<file path="config.mk">
export PLATFORM = sky130hd
export DESIGN_NAME = csocr_regs
export DESIGN_NICKNAME = d
export VERILOG_FILES = /design/src/rtl/csocr_pkg.sv /design/src/rtl/csocr_reg8.sv /design/src/rtl/csocr_sync.sv /design/src/rtl/csocr_regs.sv
export SDC_FILE = /design/constraint.sdc
export NUM_CORES = 1
export LEC_CHECK = 0
export BUFFER_PORTS_ARGS = -buffer_cell sky130_fd_sc_hd__clkbuf_2
export CAP_MARGIN = 5
export CORE_UTILIZATION = 42
export CTS_BUF_LIST = sky130_fd_sc_hd__clkbuf_2
export DETAILED_ROUTE_END_ITERATION = 12
export GPL_TIMING_DRIVEN = 0
export PLACE_DENSITY = 0.61
export RECOVER_POWER = 50
export SLEW_MARGIN = 20
export SYNTH_ARGS = -nofsm -noshare
export SYNTH_HDL_FRONTEND = slang
export SYNTH_SLANG_ARGS = --single-unit
</file>
<file path="constraint.sdc">
create_clock -name core_clk -period 6.7 [get_ports core_clk]
set_clock_uncertainty 0.1 [all_clocks]
set_input_delay 0.67 -clock core_clk [delete_from_list [all_inputs] [get_ports core_clk]]
set_output_delay 0.67 -clock core_clk [all_outputs]
set_load 0.02 [all_outputs]
</file>
<file path="src/rtl/csocr_pkg.sv">
// Constants for the output-stage configuration register bank.
// Assumes an 8-bit offset bus with one-cycle read latency.
// Summary of operation
// - Override bit selects programmed trail value
// - Justify bit moves RAW to high bits
// - Port A lanes reset 3Fh, writable
// - Port B lanes reset zero, writable
// - Gpio3 bit routes pass to pin 3
// - Gpio0 bit routes pass, resets set
// - Status bit zero shows live pass
// - Two-bit field picks virtual channel id
// - Fifth identification byte read-only at F4h
// - Sixth identification byte read-only at F5h
package csocr_pkg;
    // Register offsets
    localparam logic [7:0] OFF_TRAIL = 8'h02;
    localparam logic [7:0] OFF_JUSTIFY = 8'h09;
    localparam logic [7:0] OFF_PORT_A = 8'h13;
    localparam logic [7:0] OFF_PORT_B = 8'h14;
    localparam logic [7:0] OFF_PASS = 8'h16;
    localparam logic [7:0] OFF_VC = 8'h2E;
    localparam logic [7:0] OFF_ID_FIFTH = 8'hF4;
    localparam logic [7:0] OFF_ID_SIXTH = 8'hF5;
    // Reset values
    localparam logic [7:0] RST_TRAIL = 8'h00;
    localparam logic [7:0] RST_JUSTIFY = 8'h00;
    localparam logic [7:0] RST_PORT_A = 8'h3F;
    localparam logic [7:0] RST_PORT_B = 8'h00;
    localparam logic [7:0] RST_PASS = 8'h02;
    localparam logic [7:0] RST_VC = 8'h00;
    // Identification bytes, values arbitrary
    localparam logic [7:0] ID_FIFTH = 8'hA5;
    localparam logic [7:0] ID_SIXTH = 8'h5A;
    // Field positions
    localparam int TRAIL_OV_BIT = 7;
    localparam int JUSTIFY_BIT = 4;
    localparam int PASS_GP3_BIT = 2;
    localparam int PASS_GP0_BIT = 1;
    localparam int PASS_STAT_BIT = 0;
    localparam int VC_LSB = 6;
    localparam logic [5:0] LANES_ON = 6'h3F;
    localparam logic [5:0] LANES_OFF = 6'h00;
    // Pixel bus widths
    localparam int RAW_W = 12;
    localparam int RGB_W = 24;
endpackage : csocr_pkg

</file>
<file path="src/rtl/csocr_reg8.sv">
// One 8-bit writable register with reset value.
// Assumes a write enable from the same clock domain.
`timescale 1ns/100ps
module csocr_reg8 #(
    parameter logic [7:0] RESET_VAL = 8'h00
) (
    // Clock and reset
    input wire logic core_clk,
    input wire logic rst,
    // Write side
    input wire logic wr_en,
    input wire logic [7:0] wr_data,
    // Stored value
    output logic [7:0] q
);
    // Holds last write, else reset value
    always_ff @(posedge core_clk or posedge rst) begin
        if (rst) begin
            q <= RESET_VAL;
        end else if (wr_en) begin
            q <= wr_data;
        end
    end
endmodule : csocr_reg8

</file>
<file path="src/rtl/csocr_sync.sv">
// Two-flop synchroniser for a single level.
// Assumes the input is asynchronous to core_clk.
`timescale 1ns/100ps
module csocr_sync (
    // Clock and reset
    input wire logic core_clk,
    input wire logic rst,
    // Level in and out
    input wire logic async_in,
    output logic sync_out
);
    logic meta_reg;
    // First stage feeds only the second
    always_ff @(posedge core_clk or posedge rst) begin
        if (rst) begin
            meta_reg <= 1'b0;
            sync_out <= 1'b0;
        end else begin
            meta_reg <= async_in;
            sync_out <= meta_reg;
        end
    end
endmodule : csocr_sync

</file>
<file path="src/rtl/csocr_regs.sv">
// Output-stage configuration registers and the logic they steer.
// Assumes pass_in and auto_trail come from outside the clock domain.
`timescale 1ns/100ps
module csocr_regs (
    // Clock and reset
    input wire logic core_clk,
    input wire logic rst,
    // Register port
    input wire logic [7:0] reg_addr,
    input wire logic [7:0] reg_wdata,
    input wire logic reg_wr,
    input wire logic reg_rd,
    output logic [7:0] reg_rdata,
    // Link status and timing
    input wire logic pass_in,
    input wire logic [3:0] auto_trail,
    // Pixel path
    input wire logic [11:0] raw_pixel,
    output logic [23:0] rgb_bus,
    // Output port controls
    output logic [3:0] trail_value,
    output logic [5:0] port_a_lane_enable,
    output logic [5:0] port_b_lane_enable,
    output logic port_a_reg_control,
    output logic port_b_reg_control,
    output logic [1:0] virtual_channel_field,
    // General-purpose pins
    output logic gpio0_out,
    output logic gpio0_oe,
    output logic gpio3_out,
    output logic gpio3_oe
);
    logic [7:0] trail_q;
    logic [7:0] justify_q;
    logic [7:0] port_a_q;
    logic [7:0] port_b_q;
    logic [7:0] pass_q;
    logic [7:0] vc_q;
    logic pass_sync;
    logic [3:0] auto_meta_reg;
    logic [3:0] auto_sync_reg;
    logic [3:0] auto_prev_reg;
    logic [3:0] auto_stable_reg;

    // Write decode per register
    wire logic wr_trail = reg_wr && (reg_addr == csocr_pkg::OFF_TRAIL);
    wire logic wr_justify = reg_wr && (reg_addr == csocr_pkg::OFF_JUSTIFY);
    wire logic wr_port_a = reg_wr && (reg_addr == csocr_pkg::OFF_PORT_A);
    wire logic wr_port_b = reg_wr && (reg_addr == csocr_pkg::OFF_PORT_B);
    wire logic wr_pass = reg_wr && (reg_addr == csocr_pkg::OFF_PASS);
    wire logic wr_vc = reg_wr && (reg_addr == csocr_pkg::OFF_VC);

    // Any mapped write, and every stored byte, for the stray-write check
    wire logic wr_mapped =
        wr_trail || wr_justify || wr_port_a || wr_port_b || wr_pass || wr_vc;
    wire logic [47:0] stored_all = {trail_q, justify_q, port_a_q, port_b_q, pass_q, vc_q};

    // Stored registers; unlisted offsets ignore writes
    csocr_reg8 #(.RESET_VAL(csocr_pkg::RST_TRAIL)) u_trail (
        .core_clk(core_clk), .rst(rst), .wr_en(wr_trail), .wr_data(reg_wdata), .q(trail_q)
    );
    csocr_reg8 #(.RESET_VAL(csocr_pkg::RST_JUSTIFY)) u_justify (
        .core_clk(core_clk), .rst(rst), .wr_en(wr_justify), .wr_data(reg_wdata),
        .q(justify_q)
    );
    csocr_reg8 #(.RESET_VAL(csocr_pkg::RST_PORT_A)) u_port_a (
        .core_clk(core_clk), .rst(rst), .wr_en(wr_port_a), .wr_data(reg_wdata),
        .q(port_a_q)
    );
    csocr_reg8 #(.RESET_VAL(csocr_pkg::RST_PORT_B)) u_port_b (
        .core_clk(core_clk), .rst(rst), .wr_en(wr_port_b), .wr_data(reg_wdata),
        .q(port_b_q)
    );
    csocr_reg8 #(.RESET_VAL(csocr_pkg::RST_PASS)) u_pass (
        .core_clk(core_clk), .rst(rst), .wr_en(wr_pass), .wr_data(reg_wdata), .q(pass_q)
    );
    csocr_reg8 #(.RESET_VAL(csocr_pkg::RST_VC)) u_vc (
        .core_clk(core_clk), .rst(rst), .wr_en(wr_vc), .wr_data(reg_wdata), .q(vc_q)
    );

    // Pass signal comes from the link logic, asynchronous here
    csocr_sync u_pass_sync (
        .core_clk(core_clk), .rst(rst), .async_in(pass_in), .sync_out(pass_sync)
    );

    // Automatic trail value is quasi-static, but its bits may land on different edges;
    // a new word is only taken once two synced samples agree
    wire logic auto_steady = (auto_sync_reg == auto_prev_reg);
    always_ff @(posedge core_clk or posedge rst) begin
        if (rst) begin
            auto_meta_reg <= 4'h0;
            auto_sync_reg <= 4'h0;
            auto_prev_reg <= 4'h0;
            auto_stable_reg <= 4'h0;
        end else begin
            auto_meta_reg <= auto_trail;
            auto_sync_reg <= auto_meta_reg;
            auto_prev_reg <= auto_sync_reg;
            if (auto_steady) begin
                auto_stable_reg <= auto_sync_reg;
            end
        end
    end

    // Read mux; status bit is live, not stored
    wire logic [7:0] pass_view = {pass_q[7:1], pass_sync};
    wire logic [7:0] rd_mux =
        (reg_addr == csocr_pkg::OFF_TRAIL) ? trail_q :
        (reg_addr == csocr_pkg::OFF_JUSTIFY) ? justify_q :
        (reg_addr == csocr_pkg::OFF_PORT_A) ? port_a_q :
        (reg_addr == csocr_pkg::OFF_PORT_B) ? port_b_q :
        (reg_addr == csocr_pkg::OFF_PASS) ? pass_view :
        (reg_addr == csocr_pkg::OFF_VC) ? vc_q :
        (reg_addr == csocr_pkg::OFF_ID_FIFTH) ? csocr_pkg::ID_FIFTH :
        (reg_addr == csocr_pkg::OFF_ID_SIXTH) ? csocr_pkg::ID_SIXTH :
        8'h00; // Unmapped offsets read zero

    // Offsets that answer a read; all others read zero
    wire logic rd_mapped =
        (reg_addr == csocr_pkg::OFF_TRAIL) || (reg_addr == csocr_pkg::OFF_JUSTIFY) ||
        (reg_addr == csocr_pkg::OFF_PORT_A) || (reg_addr == csocr_pkg::OFF_PORT_B) ||
        (reg_addr == csocr_pkg::OFF_PASS) || (reg_addr == csocr_pkg::OFF_VC) ||
        (reg_addr == csocr_pkg::OFF_ID_FIFTH) || (reg_addr == csocr_pkg::OFF_ID_SIXTH);

    // Trail selection between automatic and programmed value
    wire logic trail_ov = trail_q[csocr_pkg::TRAIL_OV_BIT];
    wire logic [3:0] trail_sel = trail_ov ? trail_q[3:0] : auto_stable_reg;

    // RAW placement on the RGB bus
    wire logic justify_hi = justify_q[csocr_pkg::JUSTIFY_BIT];
    wire logic [23:0] rgb_sel = justify_hi ?
        {raw_pixel, 12'h000} : {12'h000, raw_pixel};

    // Pass routing to the two pins
    wire logic route_gp3 = pass_q[csocr_pkg::PASS_GP3_BIT];
    wire logic route_gp0 = pass_q[csocr_pkg::PASS_GP0_BIT];

    // Outputs registered; one cycle behind the configuration
    always_ff @(posedge core_clk or posedge rst) begin
        if (rst) begin
            reg_rdata <= 8'h00;
            trail_value <= 4'h0;
            rgb_bus <= 24'h000000;
            port_a_lane_enable <= csocr_pkg::RST_PORT_A[5:0];
            port_b_lane_enable <= csocr_pkg::RST_PORT_B[5:0];
            port_a_reg_control <= 1'b0;
            port_b_reg_control <= 1'b0;
            virtual_channel_field <= 2'h0;
            gpio0_out <= 1'b0;
            gpio0_oe <= csocr_pkg::RST_PASS[csocr_pkg::PASS_GP0_BIT];
            gpio3_out <= 1'b0;
            gpio3_oe <= 1'b0;
        end else begin
            reg_rdata <= reg_rd ? rd_mux : 8'h00;
            trail_value <= trail_sel;
            rgb_bus <= rgb_sel;
            port_a_lane_enable <= port_a_q[5:0];
            port_b_lane_enable <= port_b_q[5:0];
            port_a_reg_control <= port_a_q[7];
            port_b_reg_control <= port_b_q[7];
            virtual_channel_field <= vc_q[csocr_pkg::VC_LSB +: 2];
            gpio0_out <= route_gp0 & pass_sync;
            gpio0_oe <= route_gp0;
            gpio3_out <= route_gp3 & pass_sync;
            gpio3_oe <= route_gp3;
        end
    end

    // Checks beside the logic
    chk_trail_override: assert property (@(posedge core_clk) disable iff (rst)
        trail_ov |=> trail_value == $past(trail_q[3:0]))
        else $error("trail value not taken from register");
    chk_trail_auto: assert property (@(posedge core_clk) disable iff (rst)
        !trail_ov |=> trail_value == $past(auto_stable_reg))
        else $error("trail value not automatic");
    chk_raw_justify: assert property (@(posedge core_clk) disable iff (rst)
        justify_hi |=> rgb_bus[23:12] == $past(raw_pixel) && rgb_bus[11:0] == 12'h000)
        else $error("raw data not on high bits");
    chk_port_a_write: assert property (@(posedge core_clk) disable iff (rst)
        wr_port_a |-> ##2 port_a_lane_enable == $past(reg_wdata[5:0], 2))
        else $error("port a lanes not updated");
    chk_port_b_write: assert property (@(posedge core_clk) disable iff (rst)
        wr_port_b |-> ##2 port_b_lane_enable == $past(reg_wdata[5:0], 2))
        else $error("port b lanes not updated");
    chk_gpio3_route: assert property (@(posedge core_clk) disable iff (rst)
        !route_gp3 |=> !gpio3_oe && !gpio3_out)
        else $error("gpio3 driven without routing");
    chk_gpio0_route: assert property (@(posedge core_clk) disable iff (rst)
        route_gp0 |=> gpio0_oe && gpio0_out == $past(pass_sync))
        else $error("gpio0 does not follow pass");
    chk_pass_status: assert property (@(posedge core_clk) disable iff (rst)
        reg_rd && reg_addr == csocr_pkg::OFF_PASS |=> reg_rdata[0] == $past(pass_sync))
        else $error("pass status not live");
    chk_vc_write: assert property (@(posedge core_clk) disable iff (rst)
        wr_vc |-> ##2 virtual_channel_field == $past(reg_wdata[7:6], 2))
        else $error("virtual channel not updated");
    chk_id_fifth: assert property (@(posedge core_clk) disable iff (rst)
        reg_rd && reg_addr == csocr_pkg::OFF_ID_FIFTH |=> reg_rdata == csocr_pkg::ID_FIFTH)
        else $error("fifth id byte wrong");
    chk_id_sixth: assert property (@(posedge core_clk) disable iff (rst)
        reg_rd && reg_addr == csocr_pkg::OFF_ID_SIXTH |=> reg_rdata == csocr_pkg::ID_SIXTH)
        else $error("sixth id byte wrong");
    chk_readback_vc: assert property (@(posedge core_clk) disable iff (rst)
        wr_vc ##1 (reg_rd && reg_addr == csocr_pkg::OFF_VC && !reg_wr) |=>
        reg_rdata == $past(reg_wdata, 2))
        else $error("written value not read back");

    // Each mapped write lands in its own register only
    chk_trail_store: assert property (@(posedge core_clk) disable iff (rst)
        wr_trail |=> trail_q == $past(reg_wdata))
        else $error("trail register not written");
    chk_justify_store: assert property (@(posedge core_clk) disable iff (rst)
        wr_justify |=> justify_q == $past(reg_wdata))
        else $error("justify register not written");
    chk_port_a_store: assert property (@(posedge core_clk) disable iff (rst)
        wr_port_a |=> port_a_q == $past(reg_wdata))
        else $error("port a register not written");
    chk_port_b_store: assert property (@(posedge core_clk) disable iff (rst)
        wr_port_b |=> port_b_q == $past(reg_wdata))
        else $error("port b register not written");
    chk_pass_store: assert property (@(posedge core_clk) disable iff (rst)
        wr_pass |=> pass_q == $past(reg_wdata))
        else $error("pass register not written");
    chk_vc_store: assert property (@(posedge core_clk) disable iff (rst)
        wr_vc |=> vc_q == $past(reg_wdata))
        else $error("channel register not written");
    chk_stray_write: assert property (@(posedge core_clk) disable iff (rst)
        !wr_mapped |=> stored_all == $past(stored_all))
        else $error("register changed without a write");

    // Read data per offset, and zero when idle or unmapped
    chk_trail_read: assert property (@(posedge core_clk) disable iff (rst)
        reg_rd && reg_addr == csocr_pkg::OFF_TRAIL |=> reg_rdata == $past(trail_q))
        else $error("trail read wrong");
    chk_justify_read: assert property (@(posedge core_clk) disable iff (rst)
        reg_rd && reg_addr == csocr_pkg::OFF_JUSTIFY |=> reg_rdata == $past(justify_q))
        else $error("justify read wrong");
    chk_port_a_read: assert property (@(posedge core_clk) disable iff (rst)
        reg_rd && reg_addr == csocr_pkg::OFF_PORT_A |=> reg_rdata == $past(port_a_q))
        else $error("port a read wrong");
    chk_port_b_read: assert property (@(posedge core_clk) disable iff (rst)
        reg_rd && reg_addr == csocr_pkg::OFF_PORT_B |=> reg_rdata == $past(port_b_q))
        else $error("port b read wrong");
    chk_vc_read: assert property (@(posedge core_clk) disable iff (rst)
        reg_rd && reg_addr == csocr_pkg::OFF_VC |=> reg_rdata == $past(vc_q))
        else $error("channel read wrong");
    chk_pass_read: assert property (@(posedge core_clk) disable iff (rst)
        reg_rd && reg_addr == csocr_pkg::OFF_PASS |=> reg_rdata[7:1] == $past(pass_q[7:1]))
        else $error("pass routing read wrong");
    chk_rdata_idle: assert property (@(posedge core_clk) disable iff (rst)
        !reg_rd |=> reg_rdata == 8'h00)
        else $error("read data not zero when idle");
    chk_unmapped_read: assert property (@(posedge core_clk) disable iff (rst)
        reg_rd && !rd_mapped |=> reg_rdata == 8'h00)
        else $error("unmapped offset not zero");

    // Automatic trail word only moves when steady
    chk_auto_take: assert property (@(posedge core_clk) disable iff (rst)
        auto_steady |=> auto_stable_reg == $past(auto_sync_reg))
        else $error("steady trail word not taken");
    chk_auto_hold: assert property (@(posedge core_clk) disable iff (rst)
        !auto_steady |=> auto_stable_reg == $past(auto_stable_reg))
        else $error("unsteady trail word taken");

    // Pixel placement when not justified high
    chk_raw_low: assert property (@(posedge core_clk) disable iff (rst)
        !justify_hi |=> rgb_bus == {12'h000, $past(raw_pixel)})
        else $error("raw data not on low bits");

    // Steered outputs and their steering bits hold while their register holds
    chk_port_a_steady: assert property (@(posedge core_clk) disable iff (rst)
        !wr_port_a |-> ##2 $stable(port_a_lane_enable))
        else $error("port a lanes moved without a write");
    chk_port_b_steady: assert property (@(posedge core_clk) disable iff (rst)
        !wr_port_b |-> ##2 $stable(port_b_lane_enable))
        else $error("port b lanes moved without a write");
    chk_vc_steady: assert property (@(posedge core_clk) disable iff (rst)
        !wr_vc |-> ##2 $stable(virtual_channel_field))
        else $error("channel moved without a write");
    chk_trail_ov_steady: assert property (@(posedge core_clk) disable iff (rst)
        !wr_trail |=> $stable(trail_ov))
        else $error("trail override moved without a write");
    chk_justify_steady: assert property (@(posedge core_clk) disable iff (rst)
        !wr_justify |=> $stable(justify_hi))
        else $error("justify moved without a write");
    chk_route_steady: assert property (@(posedge core_clk) disable iff (rst)
        !wr_pass |=> $stable(route_gp0) && $stable(route_gp3))
        else $error("pass routing moved without a write");

    // Register control bits follow their writes
    chk_port_a_ctl: assert property (@(posedge core_clk) disable iff (rst)
        wr_port_a |-> ##2 port_a_reg_control == $past(reg_wdata[7], 2))
        else $error("port a control not updated");
    chk_port_b_ctl: assert property (@(posedge core_clk) disable iff (rst)
        wr_port_b |-> ##2 port_b_reg_control == $past(reg_wdata[7], 2))
        else $error("port b control not updated");

    // Pins follow pass only while routed
    chk_gpio3_follow: assert property (@(posedge core_clk) disable iff (rst)
        route_gp3 |=> gpio3_oe && gpio3_out == $past(pass_sync))
        else $error("gpio3 does not follow pass");
    chk_gpio0_off: assert property (@(posedge core_clk) disable iff (rst)
        !route_gp0 |=> !gpio0_oe && !gpio0_out)
        else $error("gpio0 driven without routing");
    chk_pins_low_no_pass: assert property (@(posedge core_clk) disable iff (rst)
        !pass_sync |=> !gpio0_out && !gpio3_out)
        else $error("pin high without pass");
endmodule : csocr_regs

</file>
# After elaboration in Yosys (flattened, before gate mapping)

Cells that the tools add are included.

Reduce and logical (&&, ||, !) cells: 6
Multiplexer cells: 11
Eq/ne operators: 9
Bitwise gates (word level): 2

Operator list:

| cell               | count |
|---|---|
| $mux 8             | 8 |
| $eq 8x5->1 const B | 3 |
| $mux 24            | 1 |
| $eq 8x8->1 const B | 2 |
| $eq 8x2->1 const B | 1 |
| $eq 8x4->1 const B | 1 |
| $eq 8x6->1 const B | 1 |
| $mux 7             | 1 |
| $logic_and 1x1->1  | 6 |
| $eq 4x4->1         | 1 |
| $mux 4             | 1 |
| $and 1x1->1        | 2 |

Flip-flop bits (word level): 122
Output and inout bits: 56
Input port bits: 37

# Longest topological paths before layout

Gate-level depths: netlist of run 1.

Depth after elaboration: 10
Gate-level depth with buffers: 6

# Cells and area by module

Synthesis of run 1 repeated with hierarchy kept, for this count alone.

Cell total of the unflattened synthesis: 354
Area, all modules: 5,088.6 um2

By module, submodules not included:

| module                      | cells an instance | sequential area each (um2) | area each (um2) | instances |
|---|---|---|---|---|
| csocr_regs                  | 243               | 1,810.5                    | 3,014.1         | 1 |
| csocr_reg8 at u_justify ... | 18                | 200.2                      | 335.3           | 4 |
| csocr_reg8 at u_port_a      | 18                | 207.7                      | 342.8           | 1 |
| csocr_reg8 at u_pass        | 18                | 201.4                      | 336.6           | 1 |
| csocr_sync                  | 3                 | 50.0                       | 53.8            | 1 |

# Least setup slack after synthesis of run 1

Ideal clock, no wire load.

Path type: input to register
From: input port reg_addr[5]
To: register reg_rdata[2]
Slack: 4,428 ps
Stages on the path: 6
Arrival time: 2,041 ps
Setup time: 131 ps
Path buffers: 2
Data required time: 6,469 ps
Path through: or3b_1 > buf_6 > or4_1 > buf_2 > o221ai_1 > o22ai_1

Word-level cells in the longest chain between the ends: 9

Ends and longest elaborated chain:

| what                 | RTL line          | text |
|---|---|---|
| start, declared      | csocr_regs.sv:9   | `input wire logic [7:0] reg_addr,` |
| $eq 8x8->1           | --                |  |
| $mux 8               | csocr_regs.sv:114 | `(reg_addr == csocr_pkg::OFF_ID_FIFTH) ? csocr_pkg::ID_FIFTH :` |
| $mux 8               | csocr_regs.sv:113 | `(reg_addr == csocr_pkg::OFF_VC) ? vc_q :` |
| $mux 8               | csocr_regs.sv:112 | `(reg_addr == csocr_pkg::OFF_PASS) ? pass_view :` |
| $mux 8               | csocr_regs.sv:111 | `(reg_addr == csocr_pkg::OFF_PORT_B) ? port_b_q :` |
| $mux 8               | csocr_regs.sv:110 | `(reg_addr == csocr_pkg::OFF_PORT_A) ? port_a_q :` |
| $mux 8               | csocr_regs.sv:109 | `(reg_addr == csocr_pkg::OFF_JUSTIFY) ? justify_q :` |
| $mux 8 (*)           | csocr_regs.sv:108 | `(reg_addr == csocr_pkg::OFF_TRAIL) ? trail_q :` |
| $mux 8 (*)           | csocr_regs.sv:154 | `reg_rdata <= reg_rd ? rd_mux : 8'h00;` |
| end signal, assigned | csocr_regs.sv:154 |  |
| end, declared        | csocr_regs.sv:13  | `output logic [7:0] reg_rdata,` |

Every way passes the cells marked *; elsewhere a longest branch is shown, timed or not.
A chain may end at the register's enable or synchronous reset.

==> impl_metrics.env, run 1 <==
export IMPL_cts_sinks=121
export IMPL_ys_warn_count=0
export IMPL_diodes=0
export IMPL_vdd_drop_max_uv=136
export IMPL_final_cell_mix="clkbuf_2, dfrtp_1, mux2_2"
export IMPL_fp_dieArea_sq_um=11400
export IMPL_worstReg2RegStart="auto_sync_reg[1]$_DFF_PP0_"
export IMPL_fmax_mhz=444
export IMPL_setup_tns_final_ps=0
export IMPL_synth_compound_area_share_pct=7.03
export IMPL_wl_per_cell_um=16.5
export IMPL_required_ps=7340
export IMPL_synth_cell_type_count=48
export IMPL_crit_path_start="rst"
export IMPL_rsz0062_at_grt="false"
export IMPL_area_growth_pct=20.7
export IMPL_worst_hold_path_type="in -> reg"
export IMPL_gp_congestion=0.874
export IMPL_rows=37
export IMPL_p_leak_uw=0.00274
export IMPL_path_class="in -> async"
export IMPL_drive_gt1_share_pct=43.4
export IMPL_drc_errors=0
export IMPL_synthesis_area_sq_um=4630
export IMPL_grt_use_total_pct=18.7
export IMPL_min_delay_start="raw_pixel[8]"
export IMPL_top_register="rgb_bus"
export IMPL_synth_xor_area_share_pct=0.757
export IMPL_endpoint_kind="async pin"
export IMPL_clock_root_buffer="clkbuf_2"
export IMPL_async_flop_share_pct=100
export IMPL_finalMaxSlewViolations=46
export IMPL_synthCells=319
export IMPL_cts_tree="built"
export IMPL_max_slew_margin_pct=-32.1
export IMPL_cts_made_buffers=17
export IMPL_synthAdderAreaFrac_pct=0
export IMPL_synthMuxAreaShare_pct=14.7
export IMPL_clk_pin_slew_worst_paths_ps=180
export IMPL_synth_edff_count=0
export IMPL_h_tree_depth=4
export IMPL_grt_pass1_vias=2987
export IMPL_synth_fp_nets=356
export IMPL_drv_cap=1
export IMPL_vias=3012
export IMPL_status="finished with violations"
export IMPL_insertion_delay_ps=630
export IMPL_total_power_uw=1420
export IMPL_die_h_um=107
export IMPL_start_kind="input pin"
export IMPL_finalNetCount=473
export IMPL_layout_commonest_cell="clkbuf_2"
export IMPL_viasPerCell=5.15
export IMPL_p_per_area_nw_per_um2=254
export IMPL_setup_viol=0
export IMPL_ant_nets=0
export IMPL_synth_seq_cells=121
export IMPL_tightest_slew_ps=1970
export IMPL_die_w_um=107
export IMPL_grt_ovfl_total=0
export IMPL_synth_flop_cell="dfrtp_1"
export IMPL_fin_crit_ps=2250
export IMPL_ys_seq_area_share_pct=65.8
export IMPL_fillerInstances=918
export IMPL_finish_utilization_pct=53.2
export IMPL_first_pass_iters=4
export IMPL_worstPathMaxFanout=76
export IMPL_post_cts_resized=0
export IMPL_port_buffers=91
export IMPL_min_period_over_period_pct=33.6
export IMPL_yosys_area_share_simple_pct=10.0
export IMPL_synth_top_family_by_area="multiplexers"
export IMPL_clk_path_buf_depth=2
export IMPL_drt_initial_drc_count=131
export IMPL_violations="max-capacitance violations, max-slew violations"
export IMPL_coreArea_sq_um=10500
export IMPL_dp_hpwl_um=6690
export IMPL_grt_pass1_wl_um=15600
export IMPL_grt_max_degree=77
export IMPL_syn_mean_instance_area_sq_um=14.5
export IMPL_antenna_found_initial=0
export IMPL_r2r_slack_ps=4770
export IMPL_start_util_pct=44.0
export IMPL_pin_count=93
export IMPL_wirelength_um=9660
export IMPL_hold_viol_final=0
export IMPL_cp_data_arrival_time_ps=2890
export IMPL_largest_register_ffs=24
==> power by group <==
| group | internal (uW) | switching (uW) | total (uW) |
|---|---|---|---|
| combinational | 63.2 | 88.0 | 151 |
| clock | 204 | 261 | 465 |
| sequential | 780 | 21.5 | 802 |
==> stage by stage <==
stage | worst slack, ps | hold slack, ps | cell area (sq um) | cells
6_report | 4450 | 148 | 5590 | 585
5_1_grt | 4180 | 52.9 | 5590 | 585
4_1_cts | 4510 | 67.9 | 5590 | 585
3_5_place_dp | 3890 | 236 | 5290 | 547
3_3_place_gp | 1580 | 232 | 5250 | 546
2_1_floorplan | 2740 | 231 | 4630 | 319
==> worst paths after layout <==
path                                                  end  cells after the start
max                             u_port_a.q[5]$_DFFE_PP1P_                      4
min                                  rgb_bus[8]$_DFF_PP0_                      2
max reg2reg                auto_stable_reg[0]$_DFFE_PP0N_                      3
min reg2reg                    auto_sync_reg[0]$_DFF_PP0_                      0
max in group core_clk            u_trail.q[7]$_DFFE_PP0P_                      5
min in group asynchronous        trail_value[1]$_DFF_PP0_                      3
==> layout make-up <==
| type | count | area [sq um] | area share [%] |
|---|---|---|---|
| well taps | 136 | 170 | 3.05 |
| multi-input cells | 181 | 1500 | 26.9 |
| inverters | 4 | 16.3 | 0.291 |
| repair buffers | 98 | 543 | 9.72 |
| clock buffers | 18 | 90.1 | 1.61 |
| plain buffers | 13 | 62.6 | 1.12 |
| flip-flops and latches | 121 | 3050 | 54.5 |
| clock inverters | 14 | 155 | 2.78 |
==> metal layers <==
metal  vias to the layer above  routed length (um)  GRT usage, %
met4                         0                 197          8.12
met1                      1498                4170          24.8
met5                         -                   0             0
li1                       1390                   -             -
met2                       108                4680          28.2
met3                        16                 602          6.02
==> cell families (layout without fill, tap and decap cells) <==
family | after synthesis | count (layout)
AO/OA/AOI/OAI | 45 | 45
AND/OR/NAND/NOR | 71 | 71
XOR/XNOR | 4 | 4
buffers and inverters | 17 | 147
multiplexers | 61 | 61
flip-flops | 121 | 121
==> worst max-delay path: stages <==
cell and delay [ps]:
dlygate4sd3_1 530, clkbuf_2 110, clkinvlp_2 1130, buf_16 400
==> timing repair <==
item / in CTS / in global routing
setup buffers: 0 / 0
endpoints found under the hold margin: 48 / 0
hold buffers: 6 / 0
==> cell usage after synthesis (all sizes together), types with 2 or more instances <==
library cell | instances | share of area [%]
a2111oi | 2 | 0.38
a21o | 2 | 0.32
a21oi | 6 | 0.65
a221oi | 6 | 1.1
a22oi | 2 | 0.32
a2bb2oi | 2 | 0.38
and2 | 14 | 1.9
and3 | 2 | 0.27
buf | 6 | 0.78
clkbuf | 7 | 0.57
dfrtp | 107 | 58
dfstp | 14 | 8.0
inv | 4 | 0.32
mux2 | 55 | 13
mux2i | 6 | 1.3
nand2 | 4 | 0.38
nand2b | 3 | 0.41
nand3 | 3 | 0.54
nand3b | 3 | 0.57
nor2 | 6 | 0.65
nor2b | 13 | 1.8
nor3 | 9 | 0.97
nor4 | 3 | 0.73
o211ai | 2 | 0.32
o21ai | 7 | 0.76
o221ai | 6 | 1.1
o22ai | 4 | 0.54
o31a | 2 | 0.38
o32ai | 3 | 0.57
or3 | 2 | 0.27
or4 | 2 | 0.32
xor2 | 4 | 0.76
Note: power is estimated with default switching activity, not from simulation.
==> inputs of run 2 (changes only) <==
--- a/config.mk
+++ b/config.mk
@@ -11,7 +11,7 @@
 export CTS_BUF_LIST = sky130_fd_sc_hd__clkbuf_2
 export DETAILED_ROUTE_END_ITERATION = 12
 export GPL_TIMING_DRIVEN = 0
-export PLACE_DENSITY = 0.61
+export PLACE_DENSITY = 0.63
 export RECOVER_POWER = 50
 export SLEW_MARGIN = 20
 export SYNTH_ARGS = -nofsm -noshare
==> constraint.sdc (replaced) <==
create_clock -name core_clk -period 1.92 [get_ports core_clk]
set_clock_uncertainty 0.1 [all_clocks]
set_input_delay 0.192 -clock core_clk [delete_from_list [all_inputs] [get_ports core_clk]]
set_output_delay 0.192 -clock core_clk [all_outputs]
set_load 0.02 [all_outputs]
==> impl_metrics.env, run 2 (synthesis gave the netlist of run 1 again) <==
export IMPL_fin_crit_ps=1960
export IMPL_fmax_mhz=509
export IMPL_required_ps=2350
export IMPL_clockPowerShare_pct=33.8
export IMPL_diodes=0
export IMPL_top_register="rgb_bus"
export IMPL_drc_errors=0
export IMPL_drv_cap=0
export IMPL_setup_viol=13
export IMPL_tightest_slew_ps=739
export IMPL_sequentialPowerShare_pct=54.7
export IMPL_coreArea_sq_um=10500
export IMPL_p_per_area_nw_per_um2=852
export IMPL_pre_cts_slack_ps=-458
export IMPL_grt_use_total_pct=19.5
export IMPL_vias=3213
export IMPL_wirelength_um=10100
export IMPL_h_tree_depth=4
export IMPL_grt_ovfl_total=0
export IMPL_finalMaxSlewViolations=0
export IMPL_dp_hpwl_um=6820
export IMPL_pin_count=93
export IMPL_die_h_um=107
export IMPL_critPathMaxStageDelay_ps=610
export IMPL_clock_root_buffer="clkbuf_2"
export IMPL_viasPerCell=5.17
export IMPL_cp_data_arrival_time_ps=2400
export IMPL_min_period_over_period_pct=102
export IMPL_gp_congestion=0.865
export IMPL_largest_register_ffs=24
export IMPL_path_class="in -> reg"
export IMPL_status="finished with violations"
export IMPL_die_w_um=107
export IMPL_worstPathMaxFanout=8
export IMPL_worst_hold_path_type="in -> reg"
export IMPL_drt_initial_drc_count=204
export IMPL_cts_tree="built"
export IMPL_ant_nets=0
export IMPL_start_util_pct=44.0
export IMPL_crit_slowest_cell="dlygate4sd3_1"
export IMPL_rows=37
export IMPL_start_kind="input pin"
export IMPL_hold_viol_final=0
export IMPL_final_cell_mix="dfrtp_1, clkbuf_2, mux2_2"
export IMPL_crit_chain="clkbuf_2 > dlygate4sd3_1 > or4_4 > nor2_2 > and3_1 > buf_2 > mux2_2"
export IMPL_max_slew_margin_pct=50.6
export IMPL_total_power_uw=5120
export IMPL_insertion_delay_ps=640
export IMPL_dp_cells=549
export IMPL_drive_gt1_share_pct=40.2
export IMPL_violations="negative setup slack"
export IMPL_fp_dieArea_sq_um=11400
export IMPL_intPower_uw=3850
export IMPL_grt_max_degree=36
export IMPL_wl_per_cell_um=16.2
export IMPL_vdd_drop_max_uv=517
export IMPL_path_delay_family="buffers and inverters"
export IMPL_path_buf_inv=3
export IMPL_grt_pass1_wl_um=16500
export IMPL_clk_pin_slew_worst_paths_ps=160
export IMPL_area_growth_pct=29.9
export IMPL_endpoint_kind="flip-flop"
export IMPL_setup_ws_ps=-43.3
export IMPL_power_switching_uw=1270
export IMPL_finalNetCount=509
export IMPL_cts_setup_buffers=0
export IMPL_comb_power_share_pct=11.5
export IMPL_antenna_found_initial=0
export IMPL_switching_share_pct=24.9
export IMPL_setup_tns_final_ps=-428
export IMPL_stdcell_count=621
export IMPL_dpl_cell_area_sq_um=5320
export IMPL_clk_path_buf_depth=2
export IMPL_first_pass_iters=4
export IMPL_fin_area_sq_um=6010
export IMPL_cts_made_buffers=17
export IMPL_cts_sinks=121
export IMPL_grt_pass1_vias=3310
export IMPL_port_buffers=91
export IMPL_p_leak_uw=0.00292
[run 2: changes by cell type in the layout (fill, tap and decap cells not counted), sizes merged]
cell	delta
clkinvlp	-3
buf	+2
dlygate4sd3	+35
clkbuf	+2
bufinv	+1
inv	-1
[run 2: repair_timing]
action / CTS / global route
pin swaps: 0 / 1
gates resized for setup: 1 / 7
gates cloned: 0 / 0
hold endpoints to repair: 164 / 0
hold buffers: 41 / 0
endpoints found under the setup margin: 4 / 22
[run 2: metal layers]
metal  track usage, %  vias up  wire length, um
met1             23.9     1617             4340
li1                 -     1465                -
met4             9.00        0              229
met5                0        -                0
met3             6.44       19              548
met2             31.3      112             4970
[run 2: per-stage QoR]
stage	util, %	hold WS [ps]
finish	57.2	97.7
global route	57.2	6.66
CTS	57.0	0.737
detailed placement	50.6	202
global placement	50.0	200
floorplan	-	123
[run 2: worst paths after layout]
| check | from | end | slack (ps) | cells after the start |
|---|---|---|---|---|
| min in group asynchronous | rst | port_b_lane_enable[4]$_DFF_PP0_ | 640 | 4 |
| min | pass_in | u_pass_sync.meta_reg$_DFF_PP0_ | 100 | 2 |
| max in group asynchronous | rst | u_port_a.q[0]$_DFFE_PP1P_ | 220 | 6 |
| max reg2reg | auto_sync_reg[1]$_DFF_PP0_ | auto_stable_reg[0]$_DFFE_PP0N_ | 230 | 3 |
| min reg2reg | auto_meta_reg[2]$_DFF_PP0_ | auto_sync_reg[2]$_DFF_PP0_ | 260 | 0 |
| max | reg_addr[7] | u_justify.q[4]$_DFFE_PP0P_ | -40 | 7 |
[run 2: worst register-to-register path: stages, from the launching register on]
cell,delay (ps)
dfrtp_1,440
xor2_1,160
nor4_2,500
mux2_2,390
[run 2: area by class of cell]
| cell class | count | area [sq um] |
|---|---|---|
| Clock inverter | 11 | 154 |
| Fill cell | 903 | 4500 |
| Buffer | 13 | 65.1 |
| Tap cell | 136 | 170 |
| Clock buffer | 21 | 105 |
| Inverter | 4 | 18.8 |
| Multi-Input combinational cell | 181 | 1530 |
| Timing Repair Buffer | 134 | 917 |
| Sequential cell | 121 | 3050 |
[run 2: power groups by stage]
stage          Combinational, uW  Sequential (uW)  Clock (uW)
2_1_floorplan                231             2930           0
3_3_place_gp                 511             2850           0
3_5_place_dp                 534             2850           0
4_1_cts                      604             2810        1810
5_1_grt                      645             2820        1930
6_report                     589             2800        1730
==> inputs of run 3 (changes only) <==
--- a/config.mk
+++ b/config.mk
@@ -5,13 +5,13 @@
 export SDC_FILE = /design/constraint.sdc
 export NUM_CORES = 1
 export LEC_CHECK = 0
-export BUFFER_PORTS_ARGS = -buffer_cell sky130_fd_sc_hd__clkbuf_2
 export CAP_MARGIN = 5
 export CORE_UTILIZATION = 42
 export CTS_BUF_LIST = sky130_fd_sc_hd__clkbuf_2
 export DETAILED_ROUTE_END_ITERATION = 12
-export GPL_TIMING_DRIVEN = 0
-export PLACE_DENSITY = 0.63
+export DONT_BUFFER_PORTS = 1
+export GPL_TIMING_DRIVEN = 1
+export PLACE_DENSITY = 0.56
 export RECOVER_POWER = 50
 export SLEW_MARGIN = 20
 export SYNTH_ARGS = -nofsm -noshare
==> impl_metrics.env, run 3 (synthesis gave the netlist of run 1 again) <==
export IMPL_fillerInstances=874
export IMPL_grt_use_met1_pct=24.0
export IMPL_cts_made_buffers=17
export IMPL_finalNetCount=442
export IMPL_vias=3007
export IMPL_p_leak_uw=0.00262
export IMPL_setup_ws_ps=-13.3
export IMPL_fin_crit_ps=1930
export IMPL_drv_cap=0
export IMPL_worstHoldPathCells=4
export IMPL_grt_max_degree=122
export IMPL_drt_initial_drc_count=249
export IMPL_clk_path_buf_depth=2
export IMPL_clock_root_buffer="clkbuf_2"
export IMPL_layout_commonest_cell="dfrtp_1"
export IMPL_hold_viol_final=0
export IMPL_dp_cells=458
export IMPL_grt_busiest_layer="met2"
export IMPL_port_buffers=0
export IMPL_required_ps=2410
export IMPL_met3_usage_pct=6.50
export IMPL_wl_per_cell_um=19.1
export IMPL_cts_sinks=121
export IMPL_worstPathMaxFanout=5
export IMPL_dp_hpwl_um=6410
export IMPL_viasPerCell=5.43
export IMPL_insertion_delay_ps=660
export IMPL_ant_nets=0
export IMPL_clk_pin_slew_worst_paths_ps=160
export IMPL_grt_pass1_vias=3107
export IMPL_setup_viol=5
export IMPL_pin_count=93
export IMPL_violations="negative setup slack"
export IMPL_final_cell_mix="dfrtp_1, dlygate4sd3_1, mux2_2"
export IMPL_area_growth_pct=23.5
export IMPL_cp_data_arrival_time_ps=2430
export IMPL_endpoint_kind="flip-flop"
export IMPL_grt_ovfl_total=0
export IMPL_top_register="rgb_bus"
export IMPL_drc_errors=0
export IMPL_max_slew_margin_pct=1.72
export IMPL_drive_gt1_share_pct=27.8
export IMPL_fp_dieArea_sq_um=11400
export IMPL_rows=37
export IMPL_stdcell_count=554
export IMPL_cts_setup_buffers=0
export IMPL_coreArea_sq_um=10500
export IMPL_cts_tree="built"
export IMPL_worst_hold_path_type="in -> reg"
export IMPL_start_util_pct=44.0
export IMPL_grt_pass1_wl_um=16400
export IMPL_grt_use_total_pct=19.8
export IMPL_status="finished with violations"
export IMPL_h_tree_depth=4
export IMPL_rr_worst_depth=4
export IMPL_gp_congestion=0.879
export IMPL_first_pass_iters=4
export IMPL_diodes=0
export IMPL_die_h_um=107
export IMPL_path_class="in -> reg"
export IMPL_wirelength_um=10600
export IMPL_fmax_mhz=517
export IMPL_min_period_over_period_pct=101
export IMPL_vdd_drop_max_uv=464
export IMPL_use_met2_pct=31.6
export IMPL_start_kind="input pin"
export IMPL_total_power_uw=4640
export IMPL_p_per_area_nw_per_um2=812
export IMPL_largest_register_ffs=24
export IMPL_setup_tns_final_ps=-32.2
export IMPL_die_w_um=107
export IMPL_antenna_found_initial=0
export IMPL_finalMaxSlewViolations=0
export IMPL_tightest_slew_ps=1470
-- run 3: cell count changes in the layout (fill, tap and decap cells not counted), moves of 5 or more --
| cell | change |
|---|---|
| and2_0 | -12 |
| clkbuf_2 | -86 |
| buf_4 | +16 |
| clkbuf_1 | -10 |
| dlygate4sd3_1 | +22 |
| buf_2 | -5 |
| and2_1 | +12 |
-- run 3: repair_timing --
action | 4_1_cts | 5_1_grt
setup endpoints to repair | 0 | 11
hold buffers | 60 | 4
endpoints found under the hold margin | 205 | 9
resized for setup | 0 | 6
-- run 3: worst paths after layout --
kind / from / end / slack (ps)
setup reg to reg: u_port_b.q[4]$_DFFE_PP0P_ / reg_rdata[4]$_DFF_PP0_ / 80
hold / removal: reg_addr[0] / reg_rdata[1]$_DFF_PP0_ / 60
hold reg to reg: auto_meta_reg[3]$_DFF_PP0_ / auto_sync_reg[3]$_DFF_PP0_ / 260
min in group asynchronous: rst / gpio0_out$_DFF_PP0_ / 420
setup / recovery: reg_addr[2] / reg_rdata[7]$_DFF_PP0_ / -10
max in group asynchronous: rst / u_pass.q[5]$_DFFE_PP0P_ / 370
-- run 3: per-stage QoR --
stage	hold WS, ps	setup WS (ps)	util, %	instance area, sq um
6_report	60.4	-13.3	54.4	5710
5_1_grt	30.9	-24.8	54.4	5710
4_1_cts	-279	10.3	53.8	5660
3_5_place_dp	123	66.6	46.4	4870
3_3_place_gp	123	82.7	46.4	4870
2_1_floorplan	123	126	-	4630
-- run 3: layout make-up --
| class | count | area [sq um] | area share [%] |
|---|---|---|---|
| Sequential cell | 121 | 3050 | 53.3 |
| Clock inverter | 11 | 81.3 | 1.42 |
| Inverter | 4 | 18.8 | 0.329 |
| Multi-Input combinational cell | 181 | 1530 | 26.8 |
| Tap cell | 136 | 170 | 2.98 |
| Timing Repair Buffer | 80 | 763 | 13.4 |
| Clock buffer | 21 | 105 | 1.84 |
-- run 3: worst max-delay path, stage by stage --
cell           delay [ps]
dlygate4sd3_1         630
or4_4                 450
dlygate4sd3_1         600
nor3_2                190
buf_4                 170
o21ai_0                80
o22ai_1               110
-- run 3: power breakdown --
part | switching, uW | internal (uW) | leakage (uW)
Sequential | 186 | 2720 | 0.00155
Combinational | 183 | 216 | 0.000952
Clock | 873 | 459 | 0.000117
Total | 1240 | 3400 | 0.00262
-- run 3: metal layers --
metal  vias to the layer above  part of all wire [%]
li1                       1330                     -
met3                        24                   6.3
met2                       116                    50
met4                         0                   3.1
met1                      1537                    41
met5                         -                     0
